--- config.mk ---
export PLATFORM = sky130hd
export DESIGN_NAME = mcd_decode
export DESIGN_NICKNAME = d
export VERILOG_FILES = /design/src/rtl/mcd_bitmask.v /design/src/rtl/mcd_decode.v
export VERILOG_INCLUDE_DIRS = /design/src /design/src/shared
export SDC_FILE = /design/constraint.sdc
export NUM_CORES = 1
export LEC_CHECK = 0
export BUFFER_PORTS_ARGS = -buffer_cell sky130_fd_sc_hd__buf_4
export CORE_AREA = 2 2 153 155
export CTS_CLUSTER_DIAMETER = 80
export CTS_CLUSTER_SIZE = 8
export DETAILED_ROUTE_END_ITERATION = 10
export DIE_AREA = 0 0 155 157
export SYNTH_ARGS = -nofsm -noshare
export SYNTH_HDL_FRONTEND = slang
export SYNTH_SLANG_ARGS = --single-unit
--- constraint.sdc ---
create_clock -name MCLK -period 1.2 [get_ports MCLK]
set_clock_uncertainty 0.05 [all_clocks]
set_input_delay 0.18 -clock MCLK [delete_from_list [all_inputs] [get_ports MCLK]]
set_output_delay 0.18 -clock MCLK [all_outputs]
set_load 0.03 [all_outputs]
--- src/shared/mcd_regs.vh ---
// Operation
// - Commands 23,0-23,3 microjump on sign true/false, zero true/false.
// - Commands 24,0-24,3 next macro on signed-greater true/false, carry true/false.
// - Commands 25,0-25,3 next macro on sign true/false, zero true/false.
// - Commands 26,0-26,3 macro jump P-relative, base, indirect, index.
// - 27,0 jumps index plus base; 27,1 jumps indirect index.
// - 27,3 fetches next macro P-relative; 27,2 continues logical bank.
// - Commands 30,0-31,1 read memory in six address modes, in order.
// - 31,2 reads first half of 32-bit indirect address; 31,3 reads next address.
// - Commands 32,0-33,1 write memory in the same six address modes.
// - 33,2 writes last address; 33,3 writes next address.
// - 34,0-34,2 read bus address via current, alternate or last page table.
// - 34,3 reads physically, upper address bits from segment register.
// - 35,0-35,2 write bus address via current, alternate or last page table.
// - 35,3 writes physically, upper address bits from segment register.
// - 36,0 sets control-store address, 36,1 accesses it, only if fitted.
// - 36,2 loads logical bank, 36,3 loads alternate logical bank.
// - Bits 37-41 select one internal data bus source per code.
// - Sources 0-6: ALU, bit mask, general, read data, argument, file, status.
// - Bit mask source drives exactly one set bit.
// - Source 10 drives the four-bit B operand on bits 0-3.
// - Source 16 drives the I/O control register.
// - Source 27 drives the panel interrupt vector.
// - Source 34 combines locality bits 10-15 and control address bits 0-9.
// - Source 12 drives parity error address; source 13 parity status.
// - Each source enabled by memory-unit, ALU fast-bus or transfer enable.
`ifndef MCD_REGS_VH
`define MCD_REGS_VH
`define MCD_CMD_COND_MICROJUMP 5'h13
`define MCD_CMD_CNXA 5'h14
`define MCD_CMD_CNXB 5'h15
`define MCD_CMD_JMPA 5'h16
`define MCD_CMD_JMPB 5'h17
`define MCD_CMD_RDA 5'h18
`define MCD_CMD_RDB 5'h19
`define MCD_CMD_WRA 5'h1a
`define MCD_CMD_WRB 5'h1b
`define MCD_CMD_RPT 5'h1c
`define MCD_CMD_WPT 5'h1d
`define MCD_CMD_CSB 5'h1e
`define MCD_CMD_MBX 5'h1f
`define MCD_SRC_ALU 5'h00
`define MCD_SRC_BMG 5'h01
`define MCD_SRC_GPR 5'h02
`define MCD_SRC_DRD 5'h03
`define MCD_SRC_ARG 5'h04
`define MCD_SRC_REG 5'h05
`define MCD_SRC_STS 5'h06
`define MCD_SRC_B_OPERAND_ARGUMENT 5'h08
`define MCD_SRC_SWAP 5'h09
`define MCD_SRC_PEA 5'h0a
`define MCD_SRC_PES 5'h0b
`define MCD_SRC_A_OPERAND_ARGUMENT 5'h0c
`define MCD_SRC_IOR 5'h0e
`define MCD_SRC_DSIF 5'h0f
`define MCD_SRC_GSEX 5'h12
`define MCD_SRC_PGS 5'h13
`define MCD_SRC_PCR 5'h15
`define MCD_SRC_ALD 5'h16
`define MCD_SRC_PANEL 5'h17
`define MCD_SRC_INTERRUPT_VECTOR_SOURCE 5'h19
`define MCD_SRC_PTC 5'h1b
`define MCD_SRC_LACA 5'h1c
`define MCD_SRC_INSTALLATION_NUMBER_READ 5'h1d
`define MCD_SRC_FAST_INTERNAL_BUS 5'h1f
`define MCD_EN_MEM 2'h1
`define MCD_EN_ALU 2'h2
`define MCD_EN_XFER 2'h3
`define MCD_MODE_P 3'h0
`define MCD_MODE_B 3'h1
`define MCD_MODE_I 3'h2
`define MCD_MODE_X 3'h3
`define MCD_MODE_XB 3'h4
`define MCD_MODE_XI 3'h5
`define MCD_MODE_NEXT 3'h6
`define MCD_MODE_HOLD 3'h7
`define MCD_PT_CUR 2'h0
`define MCD_PT_ALT 2'h1
`define MCD_PT_LAST 2'h2
`define MCD_PT_PHYS 2'h3
`endif

--- src/rtl/mcd_bitmask.v ---
`timescale 1ns/1ps
`default_nettype none
module mcd_bitmask
(
   // Bit position.
   input wire [3:0] pos,
   // One-hot word.
   output wire [15:0] mask
);

   // Shift a single one into place so exactly one bit is set.
   assign mask = 16'h0001 << pos;

endmodule // mcd_bitmask
`default_nettype wire

--- src/rtl/mcd_decode.v ---
`timescale 1ns/1ps
`default_nettype none
`include "mcd_regs.vh"
module mcd_decode
(
   // Clock and reset.
   input wire MCLK,
   input wire RESET_N,
   // Microinstruction fields.
   input wire [4:0] CMD_CODE,
   input wire [1:0] CMD_SUB,
   input wire [4:0] BUS_SOURCE_SELECT,
   // Option strap.
   input wire WRITABLE_CONTROL_STORE,
   // Condition flags.
   input wire SIGN_FLAG,
   input wire ZERO_FLAG,
   input wire SIGNED_GREATER_FLAG,
   input wire CARRY_FLAG,
   // Source data.
   input wire [15:0] ALU_RESULT,
   input wire [3:0] MASK_POS,
   input wire [15:0] GENERAL_REGISTER,
   input wire [15:0] DATA_READ_REGISTER,
   input wire [15:0] MICRO_ARGUMENT,
   input wire [15:0] REGFILE_DATA,
   input wire [15:0] STATUS_REGISTER,
   input wire [3:0] B_OPERAND,
   input wire [3:0] A_OPERAND,
   input wire [15:0] SWAP_REGISTER,
   input wire [15:0] PARITY_ERROR_ADDR,
   input wire [15:0] PARITY_ERROR_STATUS,
   input wire [15:0] IO_CONTROL_REGISTER,
   input wire [15:0] DISABLE_IF_DATA,
   input wire [15:0] PAGING_STATUS,
   input wire [15:0] PAGING_CONTROL,
   input wire [15:0] AL_DESCRIPTOR,
   input wire [15:0] PANEL_VECTOR,
   input wire [15:0] INTERRUPT_VECTOR_SOURCE,
   input wire [15:0] PAGE_TABLE_CONTENT,
   input wire [5:0] LOCALITY_BITS,
   input wire [9:0] CONTROL_ADDR,
   input wire [15:0] INSTALLATION_NUMBER,
   input wire [15:0] FAST_INTERNAL_BUS,
   // Microsequencer controls.
   output reg COND_MICROJUMP,
   output reg COND_NEXT_MACRO,
   output reg MACRO_JUMP,
   output reg FETCH_NEXT,
   output reg LOGICAL_BANK_CONTINUE,
   output reg [2:0] JUMP_MODE,
   // Memory controls.
   output reg ADDR_MODE_READ,
   output reg ADDR_MODE_WRITE,
   output reg INDIRECT_FIRST_HALF_READ,
   output reg [2:0] ADDR_MODE,
   output reg BUS_ADDR_READ,
   output reg BUS_ADDR_WRITE,
   output reg [1:0] PAGE_TABLE_SEL,
   output reg SET_CONTROL_STORE_ADDR,
   output reg CONTROL_STORE_ACCESS,
   output reg LOAD_LOGICAL_BANK,
   output reg LOAD_ALT_LOGICAL_BANK,
   // Data bus.
   output reg [15:0] INTERNAL_DATA_BUS,
   output reg MEMORY_UNIT_OUT_ENABLE,
   output reg ALU_FAST_BUS_ENABLE,
   output reg BUS_TO_FAST_TRANSFER
);

   // One-hot word from the bit mask generator.
   wire [15:0] bm_word;

   // Next values of the microsequencer controls.
   reg cond_microjump_next;
   reg cond_next_macro_next;
   reg mjmp_next;
   reg fetch_next;
   reg lbc_next;
   reg [2:0] jmode_next;

   // Next values of the memory controls.
   reg ard_next;
   reg awr_next;
   reg ird2_next;
   reg [2:0] amode_next;
   reg brd_next;
   reg bwr_next;
   reg [1:0] pt_next;
   reg csa_next;
   reg csx_next;
   reg llb_next;
   reg lalb_next;

   // Next bus word, its enable path and the address mode of a read or write group.
   reg [15:0] bus_next;
   reg [1:0] en_next;
   reg [2:0] mode6;

   mcd_bitmask u_mask
   (
      .pos(MASK_POS),
      .mask(bm_word)
   );

   // Command decode; unlisted and mailbox codes leave every strobe low.
   always @*
   begin
      cond_microjump_next = 1'b0;
      cond_next_macro_next = 1'b0;
      mjmp_next = 1'b0;
      fetch_next = 1'b0;
      lbc_next = 1'b0;
      jmode_next = `MCD_MODE_P;
      ard_next = 1'b0;
      awr_next = 1'b0;
      ird2_next = 1'b0;
      amode_next = `MCD_MODE_P;
      brd_next = 1'b0;
      bwr_next = 1'b0;
      pt_next = `MCD_PT_CUR;
      csa_next = 1'b0;
      csx_next = 1'b0;
      llb_next = 1'b0;
      lalb_next = 1'b0;
      // The second word of each group starts at mode XB, then XI.
      mode6 = {1'b0, CMD_SUB};
      if (CMD_CODE[0])
      begin
         mode6 = {2'h2, CMD_SUB[0]};
      end
      case (CMD_CODE)
         `MCD_CMD_COND_MICROJUMP:
         begin
            case (CMD_SUB)
               2'h0: cond_microjump_next = SIGN_FLAG;
               2'h1: cond_microjump_next = ~SIGN_FLAG;
               2'h2: cond_microjump_next = ZERO_FLAG;
               default: cond_microjump_next = ~ZERO_FLAG;
            endcase
         end
         `MCD_CMD_CNXA:
         begin
            case (CMD_SUB)
               2'h0: cond_next_macro_next = SIGNED_GREATER_FLAG;
               2'h1: cond_next_macro_next = ~SIGNED_GREATER_FLAG;
               2'h2: cond_next_macro_next = CARRY_FLAG;
               default: cond_next_macro_next = ~CARRY_FLAG;
            endcase
         end
         `MCD_CMD_CNXB:
         begin
            case (CMD_SUB)
               2'h0: cond_next_macro_next = SIGN_FLAG;
               2'h1: cond_next_macro_next = ~SIGN_FLAG;
               2'h2: cond_next_macro_next = ZERO_FLAG;
               default: cond_next_macro_next = ~ZERO_FLAG;
            endcase
         end
         `MCD_CMD_JMPA:
         begin
            mjmp_next = 1'b1;
            jmode_next = {1'b0, CMD_SUB};
         end
         `MCD_CMD_JMPB:
         begin
            case (CMD_SUB)
               2'h0:
               begin
                  mjmp_next = 1'b1;
                  jmode_next = `MCD_MODE_XB;
               end
               2'h1:
               begin
                  mjmp_next = 1'b1;
                  jmode_next = `MCD_MODE_XI;
               end
               2'h2: lbc_next = 1'b1;
               default: fetch_next = 1'b1;
            endcase
         end
         `MCD_CMD_RDA, `MCD_CMD_RDB:
         begin
            if (CMD_CODE[0] && CMD_SUB == 2'h2)
            begin
               ird2_next = 1'b1;
            end
            else if (CMD_CODE[0] && CMD_SUB == 2'h3)
            begin
               ard_next = 1'b1;
               amode_next = `MCD_MODE_NEXT;
            end
            else
            begin
               ard_next = 1'b1;
               amode_next = mode6;
            end
         end
         `MCD_CMD_WRA, `MCD_CMD_WRB:
         begin
            awr_next = 1'b1;
            amode_next = mode6;
            if (CMD_CODE[0] && CMD_SUB[1])
            begin
               amode_next = CMD_SUB[0] ? `MCD_MODE_NEXT : `MCD_MODE_HOLD;
            end
         end
         `MCD_CMD_RPT:
         begin
            brd_next = 1'b1;
            pt_next = CMD_SUB;
         end
         `MCD_CMD_WPT:
         begin
            bwr_next = 1'b1;
            pt_next = CMD_SUB;
         end
         `MCD_CMD_CSB:
         begin
            case (CMD_SUB)
               2'h0: csa_next = WRITABLE_CONTROL_STORE;
               2'h1: csx_next = WRITABLE_CONTROL_STORE;
               2'h2: llb_next = 1'b1;
               default: lalb_next = 1'b1;
            endcase
         end
         default:
         begin
            cond_microjump_next = 1'b0;
         end
      endcase
   end

   // Data bus source multiplexer with its enable path.
   always @*
   begin
      bus_next = 16'h0000;
      en_next = `MCD_EN_ALU;
      case (BUS_SOURCE_SELECT)
         `MCD_SRC_ALU: bus_next = ALU_RESULT;
         `MCD_SRC_BMG: bus_next = bm_word;
         `MCD_SRC_GPR: bus_next = GENERAL_REGISTER;
         `MCD_SRC_DRD: bus_next = DATA_READ_REGISTER;
         `MCD_SRC_ARG: bus_next = MICRO_ARGUMENT;
         `MCD_SRC_REG: bus_next = REGFILE_DATA;
         `MCD_SRC_STS: bus_next = STATUS_REGISTER;
         `MCD_SRC_B_OPERAND_ARGUMENT: bus_next = {12'h000, B_OPERAND};
         `MCD_SRC_SWAP: bus_next = SWAP_REGISTER;
         `MCD_SRC_PEA: bus_next = PARITY_ERROR_ADDR;
         `MCD_SRC_PES:
         begin
            bus_next = PARITY_ERROR_STATUS;
            en_next = `MCD_EN_MEM;
         end
         `MCD_SRC_A_OPERAND_ARGUMENT: bus_next = {9'h000, A_OPERAND, 3'h0};
         `MCD_SRC_IOR: bus_next = IO_CONTROL_REGISTER;
         `MCD_SRC_DSIF: bus_next = DISABLE_IF_DATA;
         `MCD_SRC_GSEX: bus_next = {{8{GENERAL_REGISTER[7]}}, GENERAL_REGISTER[7:0]};
         `MCD_SRC_PGS: bus_next = PAGING_STATUS;
         `MCD_SRC_PCR:
         begin
            bus_next = PAGING_CONTROL;
            en_next = `MCD_EN_MEM;
         end
         `MCD_SRC_ALD: bus_next = AL_DESCRIPTOR;
         `MCD_SRC_PANEL: bus_next = PANEL_VECTOR;
         `MCD_SRC_INTERRUPT_VECTOR_SOURCE: bus_next = INTERRUPT_VECTOR_SOURCE;
         `MCD_SRC_PTC:
         begin
            bus_next = PAGE_TABLE_CONTENT;
            en_next = `MCD_EN_MEM;
         end
         `MCD_SRC_LACA: bus_next = {LOCALITY_BITS, CONTROL_ADDR};
         `MCD_SRC_INSTALLATION_NUMBER_READ: bus_next = INSTALLATION_NUMBER;
         `MCD_SRC_FAST_INTERNAL_BUS:
         begin
            bus_next = FAST_INTERNAL_BUS;
            en_next = `MCD_EN_XFER;
         end
         default:
         begin
            bus_next = 16'h0000;
            en_next = 2'h0;
         end
      endcase
   end

   // Register every output once per microcycle.
   always @(posedge MCLK or negedge RESET_N)
   begin
      if (!RESET_N)
      begin
         COND_MICROJUMP <= 1'b0;
         COND_NEXT_MACRO <= 1'b0;
         MACRO_JUMP <= 1'b0;
         FETCH_NEXT <= 1'b0;
         LOGICAL_BANK_CONTINUE <= 1'b0;
         JUMP_MODE <= 3'h0;
         ADDR_MODE_READ <= 1'b0;
         ADDR_MODE_WRITE <= 1'b0;
         INDIRECT_FIRST_HALF_READ <= 1'b0;
         ADDR_MODE <= 3'h0;
         BUS_ADDR_READ <= 1'b0;
         BUS_ADDR_WRITE <= 1'b0;
         PAGE_TABLE_SEL <= 2'h0;
         SET_CONTROL_STORE_ADDR <= 1'b0;
         CONTROL_STORE_ACCESS <= 1'b0;
         LOAD_LOGICAL_BANK <= 1'b0;
         LOAD_ALT_LOGICAL_BANK <= 1'b0;
         INTERNAL_DATA_BUS <= 16'h0000;
         MEMORY_UNIT_OUT_ENABLE <= 1'b0;
         ALU_FAST_BUS_ENABLE <= 1'b0;
         BUS_TO_FAST_TRANSFER <= 1'b0;
      end
      else
      begin
         COND_MICROJUMP <= cond_microjump_next;
         COND_NEXT_MACRO <= cond_next_macro_next;
         MACRO_JUMP <= mjmp_next;
         FETCH_NEXT <= fetch_next;
         LOGICAL_BANK_CONTINUE <= lbc_next;
         JUMP_MODE <= jmode_next;
         ADDR_MODE_READ <= ard_next;
         ADDR_MODE_WRITE <= awr_next;
         INDIRECT_FIRST_HALF_READ <= ird2_next;
         ADDR_MODE <= amode_next;
         BUS_ADDR_READ <= brd_next;
         BUS_ADDR_WRITE <= bwr_next;
         PAGE_TABLE_SEL <= pt_next;
         SET_CONTROL_STORE_ADDR <= csa_next;
         CONTROL_STORE_ACCESS <= csx_next;
         LOAD_LOGICAL_BANK <= llb_next;
         LOAD_ALT_LOGICAL_BANK <= lalb_next;
         INTERNAL_DATA_BUS <= bus_next;
         // At most one enable path is raised; an absent source raises none.
         MEMORY_UNIT_OUT_ENABLE <= (en_next == `MCD_EN_MEM);
         ALU_FAST_BUS_ENABLE <= (en_next == `MCD_EN_ALU);
         BUS_TO_FAST_TRANSFER <= (en_next == `MCD_EN_XFER);
      end
   end

endmodule // mcd_decode
`default_nettype wire

After elaboration in Yosys (flattened, before gate mapping)
Cells that the tools add are included.
{ "totals": {"register_bits": 41, "inputBits": 351, "wordCells": 113} }
{ "classes": {"n_eq_ne": 41, "n_shift": 1, "mux": 34, "bitwise": 4, "n_reduce_logical": 12} }
{ "ops": {"columns": ["cell", "n"], "rows": [
  ["$pmux 16 s24", 1],
  ["$eq 5x5->1 const B", 22],
  ["$eq 5x4->1 const B", 7],
  ["$mux 1", 20],
  ["$reduce_or 20->1", 1],
  ["$pmux 3 s2", 3],
  ["$shl 1x4->16 const A", 1],
  ["$eq 5x3->1 const B", 3],
  ["$mux 3", 4],
  ["$eq 5x2->1 const B", 2],
  ["$eq 2x2->1 const B", 4],
  ["$reduce_or 2->1", 4],
  ["$pmux 1 s3", 2],
  ["$pmux 2 s3", 1],
  ["$reduce_or 3->1", 2],
  ["$eq 5x1->1 const B", 1],
  ["$logic_not 5->1", 1],
  ["$eq 2x1->1 const B", 2],
  ["$not 1->1", 4],
  ["$pmux 1 s2", 2],
  ["$logic_and 1x1->1", 3],
  ["$logic_not 2->1", 1],
  ["$mux 2", 1]
]} }

Longest topological paths before layout
Gate-level depths: netlist of run 1.
{ "depth": {"depth_word": 5, "ltp_mapped": 8, "ltp_nobuf": 5} }

By module
Synthesis of run 1 repeated with hierarchy kept, for this count alone.
{ "hier_totals": {"cells_unflattened": 504, "hier_area_um2": 4398.0} }
{ "by_module_without_submodules": {"columns": ["mod", "n_inst", "cells_each", "area_per_inst_um2", "seq_area_each_um2"], "rows": [
  ["mcd_decode", 1, 484, 4171.5, 1026.0],
  ["mcd_bitmask", 1, 20, 226.5, 0.0]
]} }

Least setup slack after synthesis of run 1
Ideal clock, no wire load.
{ "synth_timing": {"path_type": "input to register", "from": "input port BUS_SOURCE_SELECT[0]", "to": "register INTERNAL_DATA_BUS[0]", "setup_time_ps": 148, "arrival_ps": 1481, "slack_ps": -478, "stages": 8, "n_path_buf": 4, "path_cell_list": "buf_6 buf_2 buf_4 buf_2 mux2i_1 o22ai_1 a2111oi_0 nand4_1"} }
{ "synth_between": {"elab_chain_len": 2, "elab_cells_between_ends": 25, "cone_classes": "eq/ne: 23; mux: 1; reduce/logical: 1"} }
{ "synth_rtl": {"columns": ["item", "line", "rtl"], "rows": [
  ["start, declared", "mcd_decode.v:12", "input wire [4:0] BUS_SOURCE_SELECT,"],
  ["$eq 5x5->1, or another cell as far along", "mcd_decode.v:239", "case (BUS_SOURCE_SELECT)"],
  ["$pmux 16 s24 (*)", "mcd_decode.v:239", null],
  ["net bus_next[0]", "mcd_decode.v:96", "reg [15:0] bus_next;"],
  ["end signal, assigned", "mcd_decode.v:334", "INTERNAL_DATA_BUS <= bus_next;"],
  ["end, declared", "mcd_decode.v:65", "output reg [15:0] INTERNAL_DATA_BUS,"]
]} }
Mark *: on every way through the listed nets, which the timed path passes. The rest lies on a longest branch.

Worst setup path after layout of run 1
{ "layout_timing": {"from": "input port BUS_SOURCE_SELECT[1]", "to": "register INTERNAL_DATA_BUS[6]"} }
Same word-level chain as after synthesis.

==> metrics, run 1 <==
CTS sink count 41; Inst Count DP 1303; P_int 4230 uW; Die H 157 um; CP cell instances buf_12, buf_12, mux2i_4, nor4b_4, a211oi_4, buf_4, nand4_1, or4_1; vias in the first global route 7495; maximum vdd drop 0.506 mV; hold violation total from the final report 0; max_cap viols 0; RSZ-0062 raised after global routing yes; Slew headroom 57.3%; largest family of logic cells by synthesized area compound AO/OA/AOI/OAI gates; hold endpoint INTERNAL_DATA_BUS[7]$_DFF_PN0_; CP endpoint kind flop; crit path kind in2reg; final WL 34600 um; die area 0.0243 mm^2; clock buffer depth 2; Worst-Margin Slew 0.638 ns; CP Launch Type input port; Post-synth EDFFs 0; P_sw 2010 uW; synthesized flop and latch total 41; Total GRT Usage 27.3%; Finished Layout Cells 1373; crit path time final 1.61 ns; failing checks setup timing; Worst EP required 1.32 ns; Hold/Removal Path Class in2reg; Worst path most repeated cell buf_12; Pleak 0.00505 uW; Buf/Inv on CP 3; H-tree levels 2; Final Instance Area 0.0104 mm^2; Netlist Area Pre-Place 0.00436 mm^2; DRC viols 0; family with the most delay on the worst path simple AND/OR/NAND/NOR gates; Async S/R FF share, synth 100%; status finished with violations; core footprint 0.0225 mm^2; first-pass GRT wire length 48600 um; # IOs 392; max incr delay on CP 0.47 ns; DR pass1 iterations 5; Reg power frac 24.4%; synthesized-area fraction occupied by adder cells 0%; Synth Area in Compound Gates 28.3%; Post-Synth XOR/XNOR Area 0.602%; Clk pwr share 26.7%; Max Fclk 0.620 GHz; setup violators final 16; starting density of the core 19.4%; sequential area share after synthesis 23.5%; gr ovfl total 0; CTS tree yes; layout cell share with drive strength beyond 1 69.3%; Combinational Power Share 48.9%; Synth Net Count 860; Area contributors post-synth dfrtp_1, a22oi_1, mux2i_1; Syn Inst Count 509; yosys warns 0; area grow syn2layout 139%; pre-CTS worst setup slack -1.15 ns; worst hold start MICRO_ARGUMENT[7]; largest net degree at the start of global routing 21; Synth top area share 23.5%; DRT antenna net count 0; Critical Path Fanout Max 7; simple-gate share of the synthesized area 27.7%; dpl cell area 0.00890 mm^2; DPL Wire Length 29000 um; post-route core utilization 46.3%; critical path arrival 1.73 ns; CTS clk-pin slew, worst paths 0.07 ns; clock root cell clkbuf_16; RD Place Congestion 0.902; Port Buffers 391; wire per inst 25.2 um; Post-synth top flop dfrtp_1; crit path launch BUS_SOURCE_SELECT[1]; Detailed Route Iter0 Violations 433; Distinct cells, synth 70; via count 6981; Slowest-stage cell, CP or4_1; die extent in x 155 um; final worst-path cycle share 134%; fillers 2175; fin nets 1436; initial antenna violation count 3; TritonCTS Buffers 5; Synth Area per Inst 8.57 um^2; setup ws final -0.412 ns; max-slew violation count 0; Site Rows 55; Switching Fraction 32.2%; Pwr Density 600 mW/mm^2; proportion of synthesized area in mux cells 13.0%; Worst Hold Depth 3; Via density 5.08; cell taking the most area after synthesis dfrtp_1
## area by class of cell
cell class	instances	area [um^2]	area share, %
repair buffers	607	5060	48.6
multi-input cells	427	3770	36.3
flip-flops and latches	41	1030	9.85
well taps	285	357	3.42
clock buffers	6	139	1.33
clock inverters	2	37.5	0.360
inverters	3	11.3	0.108
diodes	2	5.00	0.0481
## cells by family (layout without fill, tap and decap cells)
family,Yosys count,count (layout)
simple gates,211,212
compound gates,158,158
mux,54,54
buf+inv,42,618
flops,41,41
xor+xnor,3,3
other cells,0,2
## layout by cell type (no fill, tap or decap), types with 5 or more instances in the layout
master / synthesis / routed
clkbuf_16: 0 / 5
a32oi_1: 11 / 8
and3_1: 11 / 5
a22oi_1: 68 / 44
or3_1: 5 / 5
nor3b_1: 6 / 5
buf_4: 5 / 545
a21oi_1: 9 / 7
buf_6: 13 / 30
and3_4: 1 / 7
nor3_1: 13 / 9
nor2_1: 40 / 25
nand3_1: 19 / 14
nand2_1: 36 / 35
mux2_2: 11 / 8
nor2_4: 0 / 18
buf_12: 0 / 24
or4_1: 7 / 5
a22oi_2: 1 / 25
nand4_1: 16 / 16
nor2b_1: 8 / 5
a221oi_2: 0 / 5
dfrtp_1: 41 / 41
o21ai_0: 11 / 5
mux2i_1: 42 / 37
nor2_2: 7 / 5
a22o_1: 14 / 14
## worst max-delay path by stage
stage	endpoint	slack [ns]	cells past startpoint
finish	INTERNAL_DATA_BUS[6]$_DFF_PN0_	-0.41	8
detailed placement	INTERNAL_DATA_BUS[6]$_DFF_PN0_	-1.15	8
CTS	INTERNAL_DATA_BUS[6]$_DFF_PN0_	-0.43	8
global route	INTERNAL_DATA_BUS[6]$_DFF_PN0_	-0.44	8
global placement	INTERNAL_DATA_BUS[6]$_DFF_PN0_	-1.15	9
floorplan	INTERNAL_DATA_BUS[4]$_DFF_PN0_	-0.42	5
## tightest hold or removal path: stages
cell	delay (ns)
buf_4	0.08
a221oi_2	0.05
nand4_1	0.06
## sequential cells by signal (all words and copies together), names as in the netlist, 2 cells and up
name / cells
ADDR_MODE: 3
PAGE_TABLE_SEL: 2
JUMP_MODE: 3
INTERNAL_DATA_BUS: 16
## layer usage
metal	GRT usage [%]	part of all wire, %
met1	32.3	39
met2	48.4	50
met3	6.06	7.7
met4	9.92	3.6
met5	0	0.038
## Yosys cell counts (4+ instances only)
master / instances
o21ai_0: 11
nand3_1: 19
nor2b_1: 8
o22ai_1: 5
a21oi_1: 9
and4_1: 4
a22oi_1: 68
buf_2: 13
dfrtp_1: 41
and2_1: 6
mux2i_1: 42
a32oi_1: 11
buf_4: 5
a22o_1: 14
nor2_2: 7
a221oi_1: 8
nor3b_1: 6
and3_1: 11
nor4_1: 4
clkbuf_1: 6
nand2_1: 36
buf_6: 13
nor2_1: 40
nor3_1: 13
nand2b_1: 6
mux2_2: 11
or4_1: 7
nand4_1: 16
or3_1: 5
## repair_timing
item | in CTS | in global routing
hold buffers | 1 | 0
cloned | 4 | 0
buffers inserted | 48 | 13
endpoints found under the setup margin | 16 | 16
endpoints found under the hold margin | 18 | 0
pin swaps | 72 | 46
resized for setup | 138 | 41
## metrics by stage
step | TNS (ns) | power, uW | hold slack, ns
after floorplan | -5.24 | 2480 | -0.166
after global placement | -14.56 | 4170 | 0.0409
after detailed placement | -15.49 | 4180 | 0.0458
after CTS | -4.93 | 6170 | 0.0625
after global routing | -5.68 | 6470 | 0.0695
final | -5.07 | 6240 | 0.0668
## power groups by stage
stage / logic (uW) / registers, uW / clock network (uW)
floorplan: 759 / 1720 / 0
global placement: 2620 / 1550 / 0
detailed placement: 2630 / 1550 / 0
CTS: 2950 / 1520 / 1700
global route: 3200 / 1530 / 1750
finish: 3060 / 1520 / 1660
Note: power is estimated with default switching activity, not from simulation.
==> run 2, diff against run 1 <==
--- a/config.mk
+++ b/config.mk
@@ -6,12 +6,16 @@
 export SDC_FILE = /design/constraint.sdc
 export NUM_CORES = 1
 export LEC_CHECK = 0
+export ABC_AREA = 1
 export BUFFER_PORTS_ARGS = -buffer_cell sky130_fd_sc_hd__buf_4
-export CORE_AREA = 2 2 153 155
+export CELL_PAD_IN_SITES_DETAIL_PLACEMENT = 1
+export CELL_PAD_IN_SITES_GLOBAL_PLACEMENT = 1
+export CORE_AREA = 2 2 154 156
 export CTS_CLUSTER_DIAMETER = 80
 export CTS_CLUSTER_SIZE = 8
 export DETAILED_ROUTE_END_ITERATION = 10
-export DIE_AREA = 0 0 155 157
+export DIE_AREA = 0 0 156 158
+export PLACE_DENSITY_LB_ADDON = 0.1
 export SYNTH_ARGS = -nofsm -noshare
 export SYNTH_HDL_FRONTEND = slang
 export SYNTH_SLANG_ARGS = --single-unit
==> run 2 against run 1 <==
The run still ends with setup timing left; utilization grew 0.80 points; worst hold slack lost 0.037 ns; sequential share of layout area shrank 0.40 points; synthesized cell count grew 87%; setup slack gained 0.20 ns; final cell count grew 30%; maximum frequency grew 14%; synthesized area grew 13%; non-clock buffer count shrank 29; clock-buffer cell count shrank 1; critical endpoint is now INTERNAL_DATA_BUS[7]$_DFF_PN0_.
==> metrics, run 2 <==
area grow syn2layout 120% (was 139%); CTS sink count 41 (unchanged); clock root cell clkbuf_16 (unchanged); Syn Inst Count 953 (was 509); RD Place Congestion 0.880 (was 0.902); DRT antenna net count 0 (unchanged); hold violation total from the final report 0 (unchanged); final worst-path cycle share 117% (was 134%); die extent in x 156 um (was 155 um); sequential area share after synthesis 20.8% (was 23.5%); CTS clk-pin slew, worst paths 0.06 ns (was 0.07 ns); first-pass GRT wire length 52800 um (was 48600 um); Slowest-stage cell, CP nor2_4 (was or4_1); CP Launch Type input port (unchanged); Slew headroom 74.0% (was 57.3%); CTS tree yes (unchanged); number of flip-flops in the largest register 16 (unchanged); die area 0.0246 mm^2 (was 0.0243 mm^2); Max Fclk 0.709 GHz (was 0.620 GHz); fin nets 1840 (was 1436); setup ws final -0.209 ns (was -0.412 ns); Hold/Removal Path Class in2reg (unchanged); Die H 158 um (was 157 um); cell taking the most area after synthesis nand2_1 (was dfrtp_1); vias in the first global route 8917 (was 7495); CP endpoint kind flop (unchanged); DPL Wire Length 30200 um (was 29000 um); H-tree levels 2 (unchanged); Reg with most FFs INTERNAL_DATA_BUS (unchanged); core footprint 0.0231 mm^2 (was 0.0225 mm^2); most common cell after layout, fill and taps aside buf_4 (unchanged); TritonCTS Buffers 5 (unchanged); failing checks setup timing (unchanged); Worst-Margin Slew 0.389 ns (was 0.638 ns); Synth Area per Inst 5.17 um^2 (was 8.57 um^2); Synth Net Count 1304 (was 860); Critical Path Fanout Max 6 (was 7); DR pass1 iterations 5 (unchanged); dpl cell area 0.00948 mm^2 (was 0.00890 mm^2); synthesized flop and latch total 41 (unchanged); layout cell share with drive strength beyond 1 48.4% (was 69.3%); Via density 4.83 (was 5.08); hold_ws 0.0295 ns (was 0.0668 ns); DRC viols 0 (unchanged); Distinct cells, synth 20 (was 70); max-slew violation count 0 (unchanged); gr ovfl total 0 (unchanged); Site Rows 56 (was 55); starting density of the core 21.4% (was 19.4%); Port Buffers 391 (unchanged); max_cap viols 0 (unchanged); Area contributors post-synth nand2_1, dfrtp_1, nand3_1 (was dfrtp_1, a22oi_1, mux2i_1); RSZ-0062 raised after global routing yes (unchanged); CP cell instances buf_12, clkinvlp_4, nor2_4, buf_4, buf_4, nand2_4, o21a_1, nand2_1, nor2_1, buf_4, nand2_1 (was buf_12, buf_12, mux2i_4, nor4b_4, a211oi_4, buf_4, nand4_1, or4_1); crit path kind in2reg (unchanged); crit path time final 1.41 ns (was 1.61 ns); final WL 37700 um (was 34600 um); # IOs 392 (unchanged); Top Registers INTERNAL_DATA_BUS: 16 flops, ADDR_MODE: 3 flops, JUMP_MODE: 3 flops (unchanged); wire per inst 21.2 um (was 25.2 um); Pwr Density 562 mW/mm^2 (was 600 mW/mm^2); yosys warns 0 (unchanged); commonest cells in the netlist nand2_1, nor2_1, nand3_1 (was a22oi_1, mux2i_1, dfrtp_1); Async S/R FF share, synth 100% (unchanged); Total GRT Usage 28.8% (was 27.3%); Synth top area share 27.8% (was 23.5%); Netlist Area Pre-Place 0.00492 mm^2 (was 0.00436 mm^2); Final Instance Area 0.0109 mm^2 (was 0.0104 mm^2); max incr delay on CP 0.27 ns (was 0.47 ns); clock buffer depth 2 (unchanged); status finished with violations (unchanged); setup violators final 17 (was 16); Post-synth top flop dfrtp_1 (unchanged); initial antenna violation count 3 (unchanged); Detailed Route Iter0 Violations 430 (was 433); Worst EP required 1.38 ns (was 1.32 ns); via count 8599 (was 6981); maximum vdd drop 0.471 mV (was 0.506 mV); Pleak 0.00605 uW (was 0.00505 uW); top-count cell post-synth nand2_1 (was a22oi_1); critical path arrival 1.59 ns (was 1.73 ns); largest net degree at the start of global routing 25 (was 21); Post-synth EDFFs 0 (unchanged); Worst path most repeated cell buf_4 (was buf_12); commonest non-fill, non-tap cells in the layout buf_4, nand2_1, nand3_1 (was buf_4, a22oi_1, dfrtp_1)
==> run 2: cell type report <==
type	instances	area [um^2]
Antenna cell	2	5.00
Sequential cell	41	1030
Clock inverter	2	35.0
Clock buffer	5	125
Tap cell	290	363
Inverter	74	309
Fill cell	2987	12200
Timing Repair Buffer	578	4960
Multi-Input combinational cell	789	4030
==> run 2: cell families (layout without fill, tap and decap cells) <==
kind of cell / count (synthesis) / after routing / share of synthesized area (%)
xor gates and xnor gates: 2 / 2 / 0.356
buffers and inverters: 123 / 659 / 10.0
AOI/OAI and AO/OA: 17 / 17 / 2.16
and+or+nand+nor: 770 / 770 / 66.6
DFF: 41 / 41 / 20.8
other: 0 / 2 / 0
==> run 2: worst paths after layout <==
path	from	endpoint	slack, ns	cells past startpoint
worst min-delay path	CMD_CODE[0]	BUS_ADDR_READ$_DFF_PN0_	0.03	2
max in group asynchronous	RESET_N	MACRO_JUMP$_DFF_PN0_	0.34	3
worst max-delay path	BUS_SOURCE_SELECT[3]	INTERNAL_DATA_BUS[7]$_DFF_PN0_	-0.21	11
min in group asynchronous	RESET_N	LOAD_LOGICAL_BANK$_DFF_PN0_	0.32	2
==> run 2: timing repair <==
| item | CTS | global route |
|---|---|---|
| gates cloned | 2 | 2 |
| gates resized for setup | 154 | 69 |
| endpoints found under the hold margin | 17 | 0 |
| buffers inserted | 35 | 15 |
| setup endpoints to repair | 17 | 17 |
| pin swaps | 84 | 59 |
| hold buffers | 1 | 0 |
==> run 2: per-layer routing <==
metal | up-vias | part of all wire (%) | track usage, %
met5 | - | 0.058 | 0
met2 | 320 | 52 | 53.4
met4 | 2 | 2.8 | 8.96
met1 | 4080 | 39 | 33.4
met3 | 51 | 6.1 | 5.42
li1 | 4146 | - | -
==> run 2: power by group <==
group	internal, uW	switching [uW]
registers	1480	34.0
clock network	966	550
logic	1550	1510
==> run 2: metrics by stage <==
stage / TNS, ns / std cells / total power (uW) / util (%) / setup slack, ns
floorplan: -0.222 / 953 / 2390 / - / -0.0168
global placement: -10.46 / 1725 / 4190 / 41.1 / -0.714
detailed placement: -10.71 / 1725 / 4210 / 41.1 / -0.706
CTS: -1.76 / 1762 / 5990 / 45.2 / -0.157
global route: -3.28 / 1781 / 6360 / 47.1 / -0.243
finish: -2.29 / 1781 / 6090 / 47.1 / -0.209
==> run 2: worst max-delay path: cells and delay by family <==
family	cells	cell delay [ns]
buf+inv	5	0.65
compound gates	1	0.20
simple gates	5	0.53
==> run 3, diff against run 2 <==
--- a/config.mk
+++ b/config.mk
@@ -10,12 +10,12 @@
 export BUFFER_PORTS_ARGS = -buffer_cell sky130_fd_sc_hd__buf_4
 export CELL_PAD_IN_SITES_DETAIL_PLACEMENT = 1
 export CELL_PAD_IN_SITES_GLOBAL_PLACEMENT = 1
-export CORE_AREA = 2 2 154 156
+export CORE_UTILIZATION = 22
 export CTS_CLUSTER_DIAMETER = 80
 export CTS_CLUSTER_SIZE = 8
 export DETAILED_ROUTE_END_ITERATION = 10
-export DIE_AREA = 0 0 156 158
 export PLACE_DENSITY_LB_ADDON = 0.1
+export RECOVER_POWER = 50
 export SYNTH_ARGS = -nofsm -noshare
 export SYNTH_HDL_FRONTEND = slang
 export SYNTH_SLANG_ARGS = --single-unit
==> constraint.sdc (replaced) <==
create_clock -name MCLK -period 1.1 [get_ports MCLK]
set_clock_uncertainty 0.05 [all_clocks]
set_input_delay 0.165 -clock MCLK [delete_from_list [all_inputs] [get_ports MCLK]]
set_output_delay 0.165 -clock MCLK [all_outputs]
set_load 0.03 [all_outputs]
==> run 3 against run 2 <==
Global-route usage up 1.4 points; utilization up 2.8 points; the flow still finishes with violations (setup timing); sequential share of layout area down 0.053 points; non-clock buffer count down 14; total power up 9.0%; sequential cell count unchanged; final cell count down 1.2%; via count down 0.62%.
==> metrics, run 3 (same netlist as run 2, synthesis figures left out) <==
post-route core utilization 49.9% (was 47.1%); Final Instance Area 0.0109 mm^2 (about the same); number of flip-flops in the largest register 16 (unchanged); P_sw 2310 uW (was 2090 uW); P_int 4330 uW (was 4000 uW); largest net degree at the start of global routing 42 (was 25); clock root cell clkbuf_16 (unchanged); DR pass1 iterations 5 (unchanged); H-tree levels 2 (unchanged); Hold/Removal Path Class in2reg (unchanged); max-slew violation count 0 (unchanged); failing checks setup timing (unchanged); Pleak 0.00601 uW (was 0.00605 uW); Switching Fraction 34.8% (was 34.3%); Final Power 6640 uW (was 6090 uW); Die H 152 um (was 158 um); die extent in x 152 um (was 156 um); Max Fclk 0.727 GHz; Reg with most FFs INTERNAL_DATA_BUS (unchanged); crit path kind in2reg (unchanged); RD Place Congestion 0.857 (was 0.880); hold violation total from the final report 0 (unchanged); CTS clk-pin slew, worst paths 0.06 ns (about the same); vias in the first global route 8662 (was 8917); initial antenna violation count 1 (was 3); DRT antenna net count 0 (unchanged); Total GRT Usage 30.2% (was 28.8%); Worst EP required 1.22 ns (was 1.38 ns); wire per inst 21.0 um (was 21.2 um); most common cell after layout, fill and taps aside buf_4 (unchanged); CTS sink count 41 (unchanged); # IOs 392 (unchanged); CP endpoint kind flop (unchanged); area grow syn2layout 122% (was 120%); critical path arrival 1.50 ns (was 1.59 ns); starting density of the core 22.5% (was 21.4%); DRC viols 0 (unchanged); Via density 4.86 (was 4.83); Detailed Route Iter0 Violations 388 (was 430); die area 0.0230 mm^2 (was 0.0246 mm^2); CP Launch Type input port (unchanged); Pwr Density 609 mW/mm^2 (was 562 mW/mm^2); Slew headroom 61.7% (was 74.0%); Worst-Margin Slew 0.574 ns (was 0.389 ns); Combinational Power Share 49.8% (was 50.3%); first-pass GRT wire length 50700 um (was 52800 um); maximum vdd drop 0.531 mV (was 0.471 mV); Site Rows 54 (was 56); via count 8546 (was 8599); TritonCTS Buffers 5 (unchanged); final worst-path cycle share 125%; RSZ-0062 raised after global routing yes (unchanged); gr ovfl total 0 (unchanged); fin nets 1827 (was 1840); Critical Path Fanout Max 7 (was 6); max_cap viols 0 (unchanged); Clk pwr share 25.1% (was 24.9%); dpl cell area 0.00947 mm^2 (was 0.00948 mm^2); status finished with violations (unchanged); clock buffer depth 2 (unchanged); layout cell share with drive strength beyond 1 49.8% (was 48.4%); final WL 36900 um (was 37700 um); setup ws final -0.275 ns (was -0.209 ns); DPL Wire Length 29700 um (was 30200 um); crit path time final 1.38 ns; CTS tree yes (unchanged); core footprint 0.0219 mm^2 (was 0.0231 mm^2); fillers 2917 (was 2987); Port Buffers 391 (unchanged); commonest non-fill, non-tap cells in the layout buf_4, nand2_1, nand3_1 (unchanged); setup violators final 17 (unchanged); Top Registers INTERNAL_DATA_BUS: 16 flops, ADDR_MODE: 3 flops, JUMP_MODE: 3 flops (unchanged); Reg power frac 25.1% (was 24.9%)
## run 3: changes by cell type in the layout (fill, tap and decap cells not counted), sizes merged
cell,change
diode,+1
clkbuf,+7
bufbuf,-1
clkinv,+1
buf,-20
## run 3: area by class of cell
| class | count | area, um^2 | share of cell area (%) |
|---|---|---|---|
| repair inverters | 1 | 8.76 | 0.0803 |
| diodes | 3 | 7.51 | 0.0688 |
| clock inverters | 2 | 35.0 | 0.321 |
| well taps | 280 | 350 | 3.21 |
| multi-input cells | 789 | 4160 | 38.2 |
| flip-flops and latches | 41 | 1030 | 9.40 |
| clock buffers | 5 | 125 | 1.15 |
| repair buffers | 564 | 4880 | 44.7 |
| inverters | 74 | 314 | 2.88 |
## run 3: power by group through the flow
| stage | registers [uW] | clock network (uW) | logic (uW) |
|---|---|---|---|
| floorplan | 1900 | 0 | 769 |
| global placement | 1690 | 0 | 2880 |
| detailed placement | 1690 | 0 | 2900 |
| CTS | 1660 | 1680 | 3150 |
| global route | 1670 | 1720 | 3480 |
| finish | 1670 | 1670 | 3310 |
## run 3: worst max-delay path, stage by stage
cell and delay [ns]:
buf_8 0.11, buf_8 0.14, nand3_4 0.09, buf_6 0.13, nor2_4 0.05, buf_12 0.14, buf_8 0.13, nand2_4 0.05
nand2_2 0.04, nor2_2 0.11, nand2_2 0.08, nor2_4 0.18, nand2_1 0.07
## run 3: through the flow
stage	hold slack, ns	worst slack, ns	TNS, ns	cells
2_1_floorplan	-0.181	-0.0680	-1.02	953
3_3_place_gp	0.0928	-0.857	-12.69	1708
3_5_place_dp	0.0982	-0.890	-13.15	1708
4_1_cts	0.0103	-0.246	-3.31	1742
5_1_grt	0.0806	-0.320	-4.67	1757
6_report	0.0552	-0.275	-3.73	1759
## run 3: what timing repair did
action | CTS | global route
pin swaps | 88 | 62
endpoints found under the setup margin | 19 | 18
buffers inserted | 28 | 12
resized for setup | 143 | 94
hold buffers | 1 | 0
hold endpoints to repair | 41 | 0
gates cloned | 1 | 4
## run 3: worst paths after layout
check | from | endpoint | slack, ns | depth (start not counted)
min | CMD_SUB[0] | SET_CONTROL_STORE_ADDR$_DFF_PN0_ | 0.06 | 2
max in group asynchronous | RESET_N | INTERNAL_DATA_BUS[5]$_DFF_PN0_ | 0.13 | 3
max | BUS_SOURCE_SELECT[0] | INTERNAL_DATA_BUS[1]$_DFF_PN0_ | -0.28 | 13
min in group asynchronous | RESET_N | BUS_ADDR_WRITE$_DFF_PN0_ | 0.47 | 3
## run 3: metal layers
layer | vias to the layer above | global-route usage, % | routed length (um)
met5 | - | 0 | 0
met4 | 0 | 11.2 | 1270
met3 | 56 | 4.73 | 2320
met2 | 321 | 55.0 | 18600
met1 | 4050 | 35.4 | 14700
li1 | 4119 | - | -
